$ cat src/core/srch_params.svh
// Constants for the supply remote command handler.
// Assumes values in mV / mA and channels numbered from one.
`ifndef SRCH_PARAMS_SVH
`define SRCH_PARAMS_SVH

`define SRCH_NCHAN        4
`define SRCH_ADDR_DEFAULT 5'h05
`define SRCH_ADDR_MAX     5'h1e
`define SRCH_MIN_CURR     16'h0032
`define SRCH_MAX_VOLT     16'hd6d8
`define SRCH_MAX_CURR     16'h2710
`define SRCH_NDIGIT       5
`define SRCH_CONV_STEPS   5'h10
`define SRCH_ASCII_ZERO   8'h30

`define SRCH_OFF_CTRL     12'h000
`define SRCH_OFF_STATUS   12'h004
`define SRCH_OFF_PROT     12'h008

`define SRCH_ST_REMOTE    0
`define SRCH_ST_LOCKOUT   1
`define SRCH_ST_ERROR     2
`define SRCH_ST_ADDRESSED 3
`define SRCH_ST_BUFFULL   4
`define SRCH_CTRL_ERRCLR  8

`endif

$ cat src/core/srch_pkg.sv
// Types shared by the supply remote command handler.
// Assumes srch_params.svh is on the include path.
package srch_pkg;

    typedef enum logic [3:0] {
        SRCH_OP_NONE,
        SRCH_OP_VSETPT,
        SRCH_OP_ISETPT,
        SRCH_OP_VMEAS,
        SRCH_OP_IMEAS,
        SRCH_OP_OUT,
        SRCH_OP_OVLEVEL,
        SRCH_OP_OCPEN,
        SRCH_OP_OVRST,
        SRCH_OP_OCRST
    } srch_op_t;

    // One decoded command: channel is 1..4, value in mV, mA or 0/1
    typedef struct packed {
        srch_op_t    op;
        logic [2:0]  chan;
        logic [15:0] value;
    } srch_cmd_t;

    typedef struct packed {
        logic [15:0] volt;
        logic [15:0] curr;
    } srch_pair_t;

endpackage

$ cat src/core/srch_top.sv
// Remote command handler of a four-output supply, with AXI4-Lite registers.
// Assumes an external bus interface decodes commands and reports addressing.
// Function
// [RULE1] Bus address is five after factory reset.
// [RULE2] Addresses zero to thirty are accepted; others raise the error flag.
// [RULE3] Address is kept in non-volatile storage across power loss.
// [RULE4] Addressed indicator lights while addressed as talker or listener.
// [RULE5] Query answers go into an output buffer, not the display.
// [RULE6] Buffer holds until read as talker data or overwritten.
// [RULE7] Measure queries answer with the named channel's measured value.
// [RULE8] Voltage and current set values apply to the named channel.
// [RULE9] Output off forces zero volts and minimum current.
// [RULE10] Output on restores the stored voltage and current.
// [RULE11] Voltage above overvoltage level fires crowbar and disables output.
// [RULE12] With protection enabled, constant current mode switches channel off.
// [RULE13] Protection command argument one enables, zero disables, per channel.
// [RULE14] With protection disabled, constant current mode keeps running.
// [RULE15] In remote mode panel keys cannot change outputs.
// [RULE16] In remote mode the display still shows readings and settings.
// [RULE17] Local key returns to local unless lockout was received.
// [RULE18] Mode changes leave outputs untouched.
// [RULE19] Invalid commands are not executed and set the error flag.
// [RULE20] Answers are ASCII decimal digits ending with end-of-message.
`timescale 1ns/10ps
`include "srch_params.svh"

module srch_top
    import srch_pkg::*;
(
    // Clock and reset
    input  wire logic              aclk,
    input  wire logic              aresetn,
    // AXI4-Lite slave
    input  wire logic [11:0]       s_axi_awaddr,
    input  wire logic              s_axi_awvalid,
    output logic                   s_axi_awready,
    input  wire logic [31:0]       s_axi_wdata,
    input  wire logic [3:0]        s_axi_wstrb,
    input  wire logic              s_axi_wvalid,
    output logic                   s_axi_wready,
    output logic [1:0]             s_axi_bresp,
    output logic                   s_axi_bvalid,
    input  wire logic              s_axi_bready,
    input  wire logic [11:0]       s_axi_araddr,
    input  wire logic              s_axi_arvalid,
    output logic                   s_axi_arready,
    output logic [31:0]            s_axi_rdata,
    output logic [1:0]             s_axi_rresp,
    output logic                   s_axi_rvalid,
    input  wire logic              s_axi_rready,
    // Bus interface state and decoded listener commands
    input  wire logic              bus_listen,
    input  wire logic              bus_talk,
    input  wire logic              bus_remote_en,
    input  wire logic              bus_lockout,
    input  wire logic              bus_cmd_valid,
    input  wire srch_cmd_t         bus_cmd,
    // Talker byte stream
    output logic [7:0]             talk_data,
    output logic                   talk_valid,
    output logic                   talk_eom,
    input  wire logic              talk_ready,
    // Front panel
    input  wire logic              return_to_local_key,
    input  wire logic              panel_cmd_valid,
    input  wire srch_cmd_t         panel_cmd,
    input  wire logic [1:0]        disp_sel,
    output srch_pair_t             disp_meas,
    output srch_pair_t             disp_set,
    output logic                   addressed_led,
    output logic                   remote_indicator,
    output logic                   error_led,
    // Non-volatile address store
    input  wire logic [4:0]        nv_addr,
    input  wire logic              nv_addr_ok,
    output logic                   nv_wr,
    output logic [4:0]             nv_wdata,
    // Analog front end, per channel
    input  wire srch_pair_t        meas [`SRCH_NCHAN],
    input  wire logic [3:0]        constant_current_mode,
    output srch_pair_t             prog [`SRCH_NCHAN],
    output logic [3:0]             crowbar
);

    typedef enum {S_IDLE, S_CONV} srch_conv_t;

    logic [4:0]  bus_addr_q;
    logic        boot_q;
    logic        remote_q, lockout_q, err_q;
    logic [3:0]  on_q, ov_q, oc_q, ocp_q;
    logic [15:0] voltage_setpoint_cmd_q [`SRCH_NCHAN];
    logic [15:0] current_setpoint_cmd_q [`SRCH_NCHAN];
    logic [15:0] ovl_q  [`SRCH_NCHAN];
    logic [7:0]  obuf_q [`SRCH_NDIGIT];
    logic        obuf_full_q;
    logic [2:0]  rd_idx_q;
    srch_conv_t  conv_st_q;
    logic [35:0] conv_q;
    logic [4:0]  conv_cnt_q;
    logic        bvalid_q, rvalid_q;
    logic [1:0]  bresp_q, rresp_q;
    logic [31:0] rdata_q;
    logic        nv_wr_q;

    // Remote wins the command source; panel only acts in local mode
    wire        panel_take = panel_cmd_valid & ~remote_q;                // see [RULE15]
    wire        cmd_valid  = bus_cmd_valid | panel_take;
    srch_cmd_t  cmd;
    assign cmd = bus_cmd_valid ? bus_cmd : panel_cmd;
    wire [1:0]  ch       = 2'(cmd.chan - 3'h1);
    wire        chan_ok  = (cmd.chan != 3'h0) && (cmd.chan <= 3'(`SRCH_NCHAN));
    wire        bool_ok  = cmd.value <= 16'h0001;
    wire        val_ok   = (cmd.op == SRCH_OP_VSETPT)  ? cmd.value <= `SRCH_MAX_VOLT :
                           (cmd.op == SRCH_OP_ISETPT)  ? cmd.value <= `SRCH_MAX_CURR :
                           (cmd.op == SRCH_OP_OVLEVEL) ? cmd.value <= `SRCH_MAX_VOLT :
                           (cmd.op == SRCH_OP_OUT)     ? bool_ok :
                           (cmd.op == SRCH_OP_OCPEN)   ? bool_ok :
                           (cmd.op != SRCH_OP_NONE);
    wire        cmd_bad  = cmd_valid & ~(chan_ok & val_ok);              // see [RULE19]
    wire        cmd_go   = cmd_valid & chan_ok & val_ok;
    wire        is_query = cmd.op == SRCH_OP_VMEAS || cmd.op == SRCH_OP_IMEAS;
    wire        query_go = cmd_go & is_query & bus_cmd_valid;            // see [RULE5]
    wire [15:0] query_val = (cmd.op == SRCH_OP_VMEAS) ? meas[ch].volt
                                                      : meas[ch].curr;  // see [RULE7]

    // AXI decode
    wire        wr_fire  = s_axi_awvalid & s_axi_wvalid & ~bvalid_q;
    wire        rd_fire  = s_axi_arvalid & ~rvalid_q;
    wire        wr_ctrl  = wr_fire && s_axi_awaddr == `SRCH_OFF_CTRL;
    wire        wr_map   = wr_ctrl || s_axi_awaddr == `SRCH_OFF_STATUS
                           || s_axi_awaddr == `SRCH_OFF_PROT;
    wire        addr_wr  = wr_ctrl & s_axi_wstrb[0];
    wire        addr_ok  = s_axi_wdata[4:0] <= `SRCH_ADDR_MAX;           // see [RULE2]
    wire        err_clr  = wr_ctrl & s_axi_wstrb[1] & s_axi_wdata[`SRCH_CTRL_ERRCLR];
    wire        err_set  = cmd_bad | (addr_wr & ~addr_ok);
    wire [31:0] status_w = {8'h00, oc_q, ov_q, on_q, ocp_q, 3'h0, obuf_full_q,
                            addressed_led, err_q, lockout_q, remote_q};
    wire [31:0] rd_word  = (s_axi_araddr == `SRCH_OFF_CTRL)   ? {27'h0, bus_addr_q} :
                           (s_axi_araddr == `SRCH_OFF_STATUS) ? status_w :
                           (s_axi_araddr == `SRCH_OFF_PROT)   ? {28'h0, ocp_q} : 32'h0;
    wire        rd_map   = s_axi_araddr == `SRCH_OFF_CTRL || s_axi_araddr == `SRCH_OFF_STATUS
                           || s_axi_araddr == `SRCH_OFF_PROT;

    assign s_axi_awready = wr_fire;
    assign s_axi_wready  = wr_fire;
    assign s_axi_bvalid  = bvalid_q;
    assign s_axi_bresp   = bresp_q;
    assign s_axi_arready = rd_fire;
    assign s_axi_rvalid  = rvalid_q;
    assign s_axi_rresp   = rresp_q;
    assign s_axi_rdata   = rdata_q;

    always_ff @(posedge aclk) begin
        if (!aresetn) begin
            bvalid_q <= 1'b0;
            bresp_q  <= 2'h0;
        end else if (wr_fire) begin
            bvalid_q <= 1'b1;
            bresp_q  <= wr_map ? 2'h0 : 2'h3;
        end else if (s_axi_bready) begin
            bvalid_q <= 1'b0;
        end
    end

    always_ff @(posedge aclk) begin
        if (!aresetn) begin
            rvalid_q <= 1'b0;
            rresp_q  <= 2'h0;
            rdata_q  <= 32'h0;
        end else if (rd_fire) begin
            rvalid_q <= 1'b1;
            rresp_q  <= rd_map ? 2'h0 : 2'h3;
            rdata_q  <= rd_word;
        end else if (s_axi_rready) begin
            rvalid_q <= 1'b0;
        end
    end

    // Address: default until the store is read one cycle after release
    always_ff @(posedge aclk) begin
        if (!aresetn) begin
            bus_addr_q <= `SRCH_ADDR_DEFAULT;                            // see [RULE1]
            boot_q     <= 1'b1;
            nv_wr_q    <= 1'b0;
        end else begin
            boot_q  <= 1'b0;
            nv_wr_q <= addr_wr & addr_ok;
            if (boot_q && nv_addr_ok && nv_addr <= `SRCH_ADDR_MAX)
                bus_addr_q <= nv_addr;                                   // see [RULE3]
            else if (addr_wr && addr_ok)
                bus_addr_q <= s_axi_wdata[4:0];                          // see [RULE2]
        end
    end
    assign nv_wr    = nv_wr_q;                                           // see [RULE3]
    assign nv_wdata = bus_addr_q;

    // Error flag: a new fault in the clearing cycle survives
    always_ff @(posedge aclk) begin
        if (!aresetn)
            err_q <= 1'b0;
        else
            err_q <= err_set | (err_q & ~err_clr);                      // see [RULE19]
    end
    assign error_led = err_q;

    // Remote/local state; never touches the output registers
    always_ff @(posedge aclk) begin
        if (!aresetn) begin
            remote_q  <= 1'b0;
            lockout_q <= 1'b0;
        end else if (!bus_remote_en) begin
            remote_q  <= 1'b0;
            lockout_q <= 1'b0;
        end else begin
            if (bus_lockout)
                lockout_q <= 1'b1;
            if (bus_listen || bus_lockout)
                remote_q <= 1'b1;
            else if (return_to_local_key && !lockout_q)
                remote_q <= 1'b0;                                        // see [RULE17]
        end
    end
    assign remote_indicator = remote_q;
    assign addressed_led    = bus_listen | bus_talk;                     // see [RULE4]

    // Per-channel settings and protection
    for (genvar c = 0; c < `SRCH_NCHAN; c++) begin : g_chan
        wire sel    = cmd_go && ch == 2'(c);
        wire active = on_q[c] & ~ov_q[c] & ~oc_q[c];
        wire ov_hit = active && meas[c].volt > ovl_q[c];
        wire oc_hit = active && ocp_q[c] && constant_current_mode[c];   // see [RULE14]

        always_ff @(posedge aclk) begin
            if (!aresetn) begin
                voltage_setpoint_cmd_q[c] <= 16'h0;
                current_setpoint_cmd_q[c] <= `SRCH_MIN_CURR;
                ovl_q[c]  <= `SRCH_MAX_VOLT;
                on_q[c]   <= 1'b1;
                ocp_q[c]  <= 1'b0;
            end else if (sel) begin
                if (cmd.op == SRCH_OP_VSETPT)
                    voltage_setpoint_cmd_q[c] <= cmd.value;                              // see [RULE8]
                if (cmd.op == SRCH_OP_ISETPT)
                    current_setpoint_cmd_q[c] <= cmd.value;                              // see [RULE8]
                if (cmd.op == SRCH_OP_OVLEVEL)
                    ovl_q[c] <= cmd.value;
                if (cmd.op == SRCH_OP_OUT)
                    on_q[c] <= cmd.value[0];                             // see [RULE9] [RULE10]
                if (cmd.op == SRCH_OP_OCPEN)
                    ocp_q[c] <= cmd.value[0];                            // see [RULE13]
            end
        end

        // Trips latch until their reset command; a trip beats the reset
        always_ff @(posedge aclk) begin
            if (!aresetn) begin
                ov_q[c] <= 1'b0;
                oc_q[c] <= 1'b0;
            end else begin
                ov_q[c] <= ov_hit | (ov_q[c] & ~(sel && cmd.op == SRCH_OP_OVRST));
                oc_q[c] <= oc_hit | (oc_q[c] & ~(sel && cmd.op == SRCH_OP_OCRST));
            end
        end

        assign crowbar[c]   = ov_q[c];                                   // see [RULE11]
        assign prog[c].volt = active ? voltage_setpoint_cmd_q[c] : 16'h0;               // see [RULE9] [RULE12]
        assign prog[c].curr = active ? current_setpoint_cmd_q[c] : `SRCH_MIN_CURR;      // see [RULE10]
    end

    // Display keeps working in remote mode
    assign disp_meas      = meas[disp_sel];                              // see [RULE16]
    assign disp_set.volt  = voltage_setpoint_cmd_q[disp_sel];
    assign disp_set.curr  = current_setpoint_cmd_q[disp_sel];

    // Binary to BCD, one bit per cycle; small area over speed
    function automatic logic [35:0] srch_dabble(input logic [35:0] v);
        logic [35:0] t;
        t = v;
        for (int d = 0; d < `SRCH_NDIGIT; d++) begin
            if (t[16 + 4*d +: 4] >= 4'h5)
                t[16 + 4*d +: 4] = 4'(t[16 + 4*d +: 4] + 4'h3);
        end
        return {t[34:0], 1'b0};
    endfunction

    always_ff @(posedge aclk) begin
        if (!aresetn) begin
            conv_st_q  <= S_IDLE;
            conv_q     <= 36'h0;
            conv_cnt_q <= 5'h0;
        end else if (query_go) begin
            conv_st_q  <= S_CONV;
            conv_q     <= {20'h0, query_val};
            conv_cnt_q <= 5'h0;
        end else begin
            unique case (conv_st_q)
                S_IDLE: conv_cnt_q <= 5'h0;
                S_CONV: begin
                    conv_q     <= srch_dabble(conv_q);
                    conv_cnt_q <= 5'(conv_cnt_q + 5'h1);
                    if (conv_cnt_q == `SRCH_CONV_STEPS - 5'h1)
                        conv_st_q <= S_IDLE;
                end
            endcase
        end
    end
    wire conv_done = conv_st_q == S_CONV && conv_cnt_q == `SRCH_CONV_STEPS - 5'h1;
    wire [35:0] conv_last = srch_dabble(conv_q);

    // Output buffer: ASCII digits, most significant first
    wire talk_take = talk_valid & talk_ready;
    wire last_byte = rd_idx_q == 3'(`SRCH_NDIGIT - 1);
    always_ff @(posedge aclk) begin
        if (!aresetn) begin
            obuf_full_q <= 1'b0;
            rd_idx_q    <= 3'h0;
            for (int d = 0; d < `SRCH_NDIGIT; d++)
                obuf_q[d] <= 8'h0;
        end else if (conv_done) begin
            obuf_full_q <= 1'b1;                                         // see [RULE6]
            rd_idx_q    <= 3'h0;
            for (int d = 0; d < `SRCH_NDIGIT; d++)
                obuf_q[d] <= `SRCH_ASCII_ZERO
                             | {4'h0, conv_last[16 + 4*(`SRCH_NDIGIT-1-d) +: 4]}; // see [RULE20]
        end else if (query_go) begin
            obuf_full_q <= 1'b0;
        end else if (talk_take) begin
            rd_idx_q <= last_byte ? 3'h0 : 3'(rd_idx_q + 3'h1);
            if (last_byte)
                obuf_full_q <= 1'b0;                                     // see [RULE6]
        end
    end
    assign talk_valid = obuf_full_q & bus_talk;
    assign talk_data  = obuf_q[rd_idx_q];
    assign talk_eom   = talk_valid & last_byte;                          // see [RULE20]
endmodule

$ cat config.mk
export PLATFORM = sky130hd
export DESIGN_NAME = srch_top
export DESIGN_NICKNAME = d
export VERILOG_FILES = /design/src/core/srch_pkg.sv /design/src/core/srch_top.sv
export VERILOG_INCLUDE_DIRS = /design/src /design/src/core
export SDC_FILE = /design/constraint.sdc
export NUM_CORES = 1
export LEC_CHECK = 0
export BUFFER_PORTS_ARGS = -buffer_cell sky130_fd_sc_hd__buf_4
export CORE_MARGIN = 3
export CORE_UTILIZATION = 45
export CTS_BUF_LIST = sky130_fd_sc_hd__clkbuf_16
export CTS_CLUSTER_DIAMETER = 150
export DETAILED_ROUTE_END_ITERATION = 8
export PLACE_DENSITY = 0.75
export SYNTH_ARGS = -nofsm -noshare
export SYNTH_HDL_FRONTEND = slang
export SYNTH_SLANG_ARGS = --single-unit
$ cat constraint.sdc
create_clock -name aclk -period 6.55 [get_ports aclk]
set_input_delay 1.31 -clock aclk [delete_from_list [all_inputs] [get_ports aclk]]
set_output_delay 1.31 -clock aclk [all_outputs]
set_load 0.05 [all_outputs]
# [Word level (Yosys, flattened, before mapping)]
# Memory sizes are Yosys's and may differ from the RTL's. A register that Yosys moved wholly into a read port is not among the register bits.
# Cells that the tools add are included.
[word_totals] output_inout_bits=256 word_cells=348 input_bits=261 memories=4 mem_bits_rw=222 ff_bits=110
[memory_table] name="current_setpoint_cmd_q" depth=4 word_bits=16 rd=5 rd_ports_with_merged_regs=0 write_ports=4 line="srch_top.sv:92" rtl="logic [15:0] current_setpoint_cmd_q [`SRCH_NCHAN];"
[memory_table] name="ovl_q" depth=4 word_bits=16 rd=4 rd_ports_with_merged_regs=0 write_ports=4 line="srch_top.sv:93" rtl="logic [15:0] ovl_q [`SRCH_NCHAN];"
[memory_table] name="voltage_setpoint_cmd_q" depth=4 word_bits=16 rd=5 rd_ports_with_merged_regs=0 write_ports=4 line="srch_top.sv:91" rtl="logic [15:0] voltage_setpoint_cmd_q [`SRCH_NCHAN];"
[memory_table] name="obuf_q" depth=5 word_bits=6 rd=1 rd_ports_with_merged_regs=1 write_ports=5 line="srch_top.sv:94" rtl="logic [7:0] obuf_q [`SRCH_NDIGIT];"
[classes] magnitude_cmp=17 n_bitwise=90 n_mux=112 addsub=8 eq_ne=18 reduce_logical=66
[op_table] op="16-bit two-way mux" count=23
[op_table] op="32-bit binary-select mux with 2-bit select" count=2
[op_table] op="32-bit two-way mux" count=4
[op_table] op="16-bit > comparator" count=4
[op_table] op="1-bit two-way mux" count=61
[op_table] op="24-bit two-way mux" count=2
[op_table] op="1-bit AND" count=35
[op_table] op="32-bit logical NOT" count=1
[op_table] op="1-bit logical AND" count=31
[op_table] op="6-bit two-way mux" count=5
[op_table] op="1-bit bitwise OR" count=29
[op_table] op="12-bit by 3-bit == test with 1-bit output (second input constant)" count=2
[op_table] op="12-bit by 4-bit == test with 1-bit output (second input constant)" count=2
[op_table] op="12-bit logical NOT" count=2
[op_table] op="1-bit inverter" count=24
[op_table] op="2-bit AND reduction" count=12
[op_table] op="23-bit two-way mux" count=1
[op_table] op="4-bit by 3-bit >= comparator with 1-bit output (second input constant)" count=5
[op_table] op="4-bit two-way mux" count=5
[op_table] op="4-bit by 2-bit adder with 4-bit output (second input constant)" count=4
[op_table] op="4-bit by 3-bit == test with 1-bit output (second input constant)" count=4
[op_table] op="16-bit by 1-bit <= comparator with 1-bit output (second input constant)" count=1
[op_table] op="16-bit by 14-bit <= comparator with 1-bit output (second input constant)" count=1
[op_table] op="16-bit <= comparator (second input constant)" count=1
[op_table] op="other kinds (26)" count=50

# [Depth between registers and ports, before layout]
[logic_depth] ltp_word=14 mapped_depth=14 depth_no_buf=9

# [Worst setup path before layout]
# OpenSTA, ideal clock, no wires.
[synth_timing] path_kind="input -> register" start="in bus_cmd_valid" end="mem current_setpoint_cmd_q[1][0] (enable)" required_time_ns=6.139 setup_slack_ns=1.311 arrival_ns=4.827 n_path_buf=6 cell_stages=12 setup_ns=0.411 cell_sequence="buf_6 -> buf_6 -> buf_6 -> buf_2 -> buf_1 -> mux2i_1 -> ha_1 -> xor2_1 -> o211ai_2 -> or2_1 -> buf_2 -> o21ai_0"
[synth_rtl] item="from (decl)" line="srch_top.sv:56" rtl="input wire logic bus_cmd_valid,"
[synth_rtl] item="to (decl)" line="srch_top.sv:92"

==> results.ini <==
[run_status]
status = complete, no violations

[route]
ant_nets = 0
vias_per_cell = 5.80
drt-initial-drc-count = 1244
routed_wl_mm = 64.8
post_drt_wl_per_cell_um = 23.9
drc = 0
num_vias = 15700
drt_pass1_iterations = 5

[critical_path]
path_max_fanout = 36
cpMostUsedCell = buf_4
startpoint_type = primary input
slowest_stage = mux4_2
end_kind = output port
path_cells = buf_4 > buf_4 > mux4_2 > buf_4
cp.required_ns = 5.24
cp_slowest_stage_delay_ns = 0.60
crit_start = disp_sel[0]
crit_arrival_ns = 3.16
timing.setup.critical_path_class = primary input to output port
crit-reg2reg-launch = remote_indicator$_SDFFE_PN0P_

[clock_network]
numCtsBuffers = 37
cts_buffer_depth = 3
cts-htree-levels = 2
tritoncts = done
holdBufCountCts = 0
cts_setup_buffers = 0
cts-root-buf = clkbuf_16
cts_resized = 0
clock_latency_ns = 0.55
clkTransAtPathRegs_ns = 0.06
cts.sinks = 313

[yosys]
ys_top_cells_by_count = nor2_1, edfxtp_1, nand2_1, and2_1
yosys-top-cells-area = edfxtp_1, mux4_2, dfxtp_1
yosysUniqueCellTypes = 80
avgSynthCellArea_sq_um = 10.8
ys_seq_area_frac = 0.455
synth_area_sq_um = 18500
postSynth.topFlopCell = edfxtp_1
synth_edf_count = 213
synth_cells = 1705
synth_area_leader_cell = edfxtp_1
synth_top_area_frac = 0.346
yosys_register_bits = 313
async_reset_ff_frac = 0
yosys_warnings = 0
synth.most_common_cell = nor2_1

[min_path]
hold_path_class = flop to flop
worstHoldStart = s_axi_rdata[4]$_SDFFE_PN0P_

[grt]
antenna_found_initial = 3
gr-total-overflow = 0
grt_pass1_vias = 16000
grt_pass1_wl_mm = 95.9
grt_max_degree = 62
track_usage = 0.288

[power_and_ir_drop]
ir_worst_vdd_mv = 0.236
p_int_w = 0.00391
powerDensity_nw_per_um2 = 248
p_leak_nw = 9.76
p_clk_frac = 0.356
seq_power_share = 0.377
power_frac_comb = 0.267
swShare = 0.333
power_switching_w = 0.00195

[timing]
finalSetupViolCount = 0
min_period_over_period = 0.682
holdWs_ns = 0.454
drv_slew = 0
report.final.hold_viol_count = 0
period_needed_ns = 4.47
worstMarginPinSlew_ns = 1.17
setup_ws_ns = 2.08
setup_tns_ns = 0
fmax_mhz = 224
skew_ns = 0.0164
relSlewSlack = 0.218
rsz0062_at_grt = false

[final_layout]
drive_gt1_frac = 0.329
fillerInstances = 3294
nNetsFinal = 2498
fin_util = 0.588
layout.cells.non_filler = 2710
synthToLayoutAreaGrowth_pct = 27.7

[die]
rows = 73
die_h_um = 209
die_area_sq_um = 43500
die_w_um = 209
ios = 517
initial_core_util = 0.461
core-area_sq_um = 40100

[placed_design]
gp_congestion = 0.895
port_buffers = 475
pre_cts_ws_ns = 1.60
hpwl_mm = 48.0
dp.cells = 2640

[flow_run]
maxCapViolCount = 0

==> power by group through the flow <==
stage | combinational (W) | clock (W) | sequential (W)
2_1_floorplan | 0.000955 | 0 | 0.00227
4_1_cts | 0.00156 | 0.00211 | 0.00221
3_3_place_gp | 0.00153 | 0 | 0.00225
6_report | 0.00156 | 0.00209 | 0.00221
5_1_grt | 0.00163 | 0.00220 | 0.00221
3_5_place_dp | 0.00155 | 0 | 0.00225
==> final timing paths <==
kind,to,slack (ns),depth (start not counted)
max,disp_set[18],2.08,4
min,s_axi_rdata[4]$_SDFFE_PN0P_,0.45,2
max reg2reg,current_setpoint_cmd_q[1][9]$_SDFFCE_PN0P_,3.91,6
min reg2reg,s_axi_rdata[4]$_SDFFE_PN0P_,0.45,2
==> cell usage in the layout (no fill, tap or decap), types with 5 or more instances in the layout <==
master     instances
conb_1            21
mux2i_1           35
ha_1              83
o21ai_1           13
o21a_1            12
nand2b_1          23
a21oi_1           63
nor2b_1           29
dfxtp_1           99
clkbuf_16         38
xnor2_1            9
a211oi_1          37
inv_1            103
and3_1            29
buf_4            504
nor2_1           231
and2_1           121
nor4_1            10
nand4_1           14
nand2_1          139
o211ai_1           7
o21ai_0           50
or4_1              6
nor3_1            17
nand3_1           27
mux2_2            25
mux4_2           100
a21o_1             6
edfxtp_1         213
nor3b_1            5
a22oi_1           16
clkinv_2           6
==> per-layer routing <==
metal,vias to the layer above,routed length [um],track usage
li1,7050,-,-
met1,7718,24400,0.352
met2,831,32000,0.492
met3,120,6080,0.0775
met4,0,2370,0.102
met5,-,0,0
==> cell families (layout without fill, tap and decap cells) <==
group | after synthesis | count (layout) | synth area share
XOR/XNOR | 11 | 11 | 0.00522
flip-flops | 313 | 313 | 0.455
other | 1 | 23 | 0.000203
multiplexers | 163 | 163 | 0.159
buffers and inverters | 211 | 669 | 0.0555
adder cells (fa/ha/maj) | 83 | 83 | 0.0562
AO/OA/AOI/OAI | 240 | 240 | 0.0862
AND/OR/NAND/NOR | 683 | 683 | 0.183
==> worst max-delay path: cells and delay by family <==
family / cells / cell delay [ns]
buffers and inverters: 3 / 1.15
muxes: 1 / 0.60
==> per-stage QoR <==
step                      total power (W)  instance area, sq um
after floorplan                   0.00323                 18500
after global placement            0.00378                 22400
after detailed placement          0.00380                 22400
after CTS                         0.00588                 23600
after global routing              0.00604                 23600
final                             0.00586                 23600
==> state kept, by name, indices dropped and copies added (netlist names), named ones only <==
| signal | flops |
|---|---|
| boot_q | 1 |
| conv_cnt_q | 5 |
| conv_q | 36 |
| conv_st_q | 1 |
| crowbar | 4 |
| current_setpoint_cmd_q | 64 |
| error_led | 1 |
| lockout_q | 1 |
| nv_wdata | 5 |
| nv_wr | 1 |
| obuf_full_q | 1 |
| obuf_q | 21 |
| oc_q | 4 |
| ocp_q | 4 |
| on_q | 4 |
| ovl_q | 64 |
| rd_idx_q | 3 |
| remote_indicator | 1 |
| s_axi_bresp | 1 |
| s_axi_bvalid | 1 |
| s_axi_rdata | 21 |
| s_axi_rresp | 1 |
| s_axi_rvalid | 1 |
| voltage_setpoint_cmd_q | 64 |
==> cell type report <==
cell class,instances,area (sq um),area share
multi-input cells,1201,9160,0.388
flip-flops and latches,313,8400,0.356
repair buffers,504,3780,0.160
clock buffers,38,951,0.0403
well taps,525,657,0.0278
inverters,97,364,0.0154
clock inverters,30,274,0.0116
diodes,2,5.00,0.000212
Power figures use the tool's default switching activity.
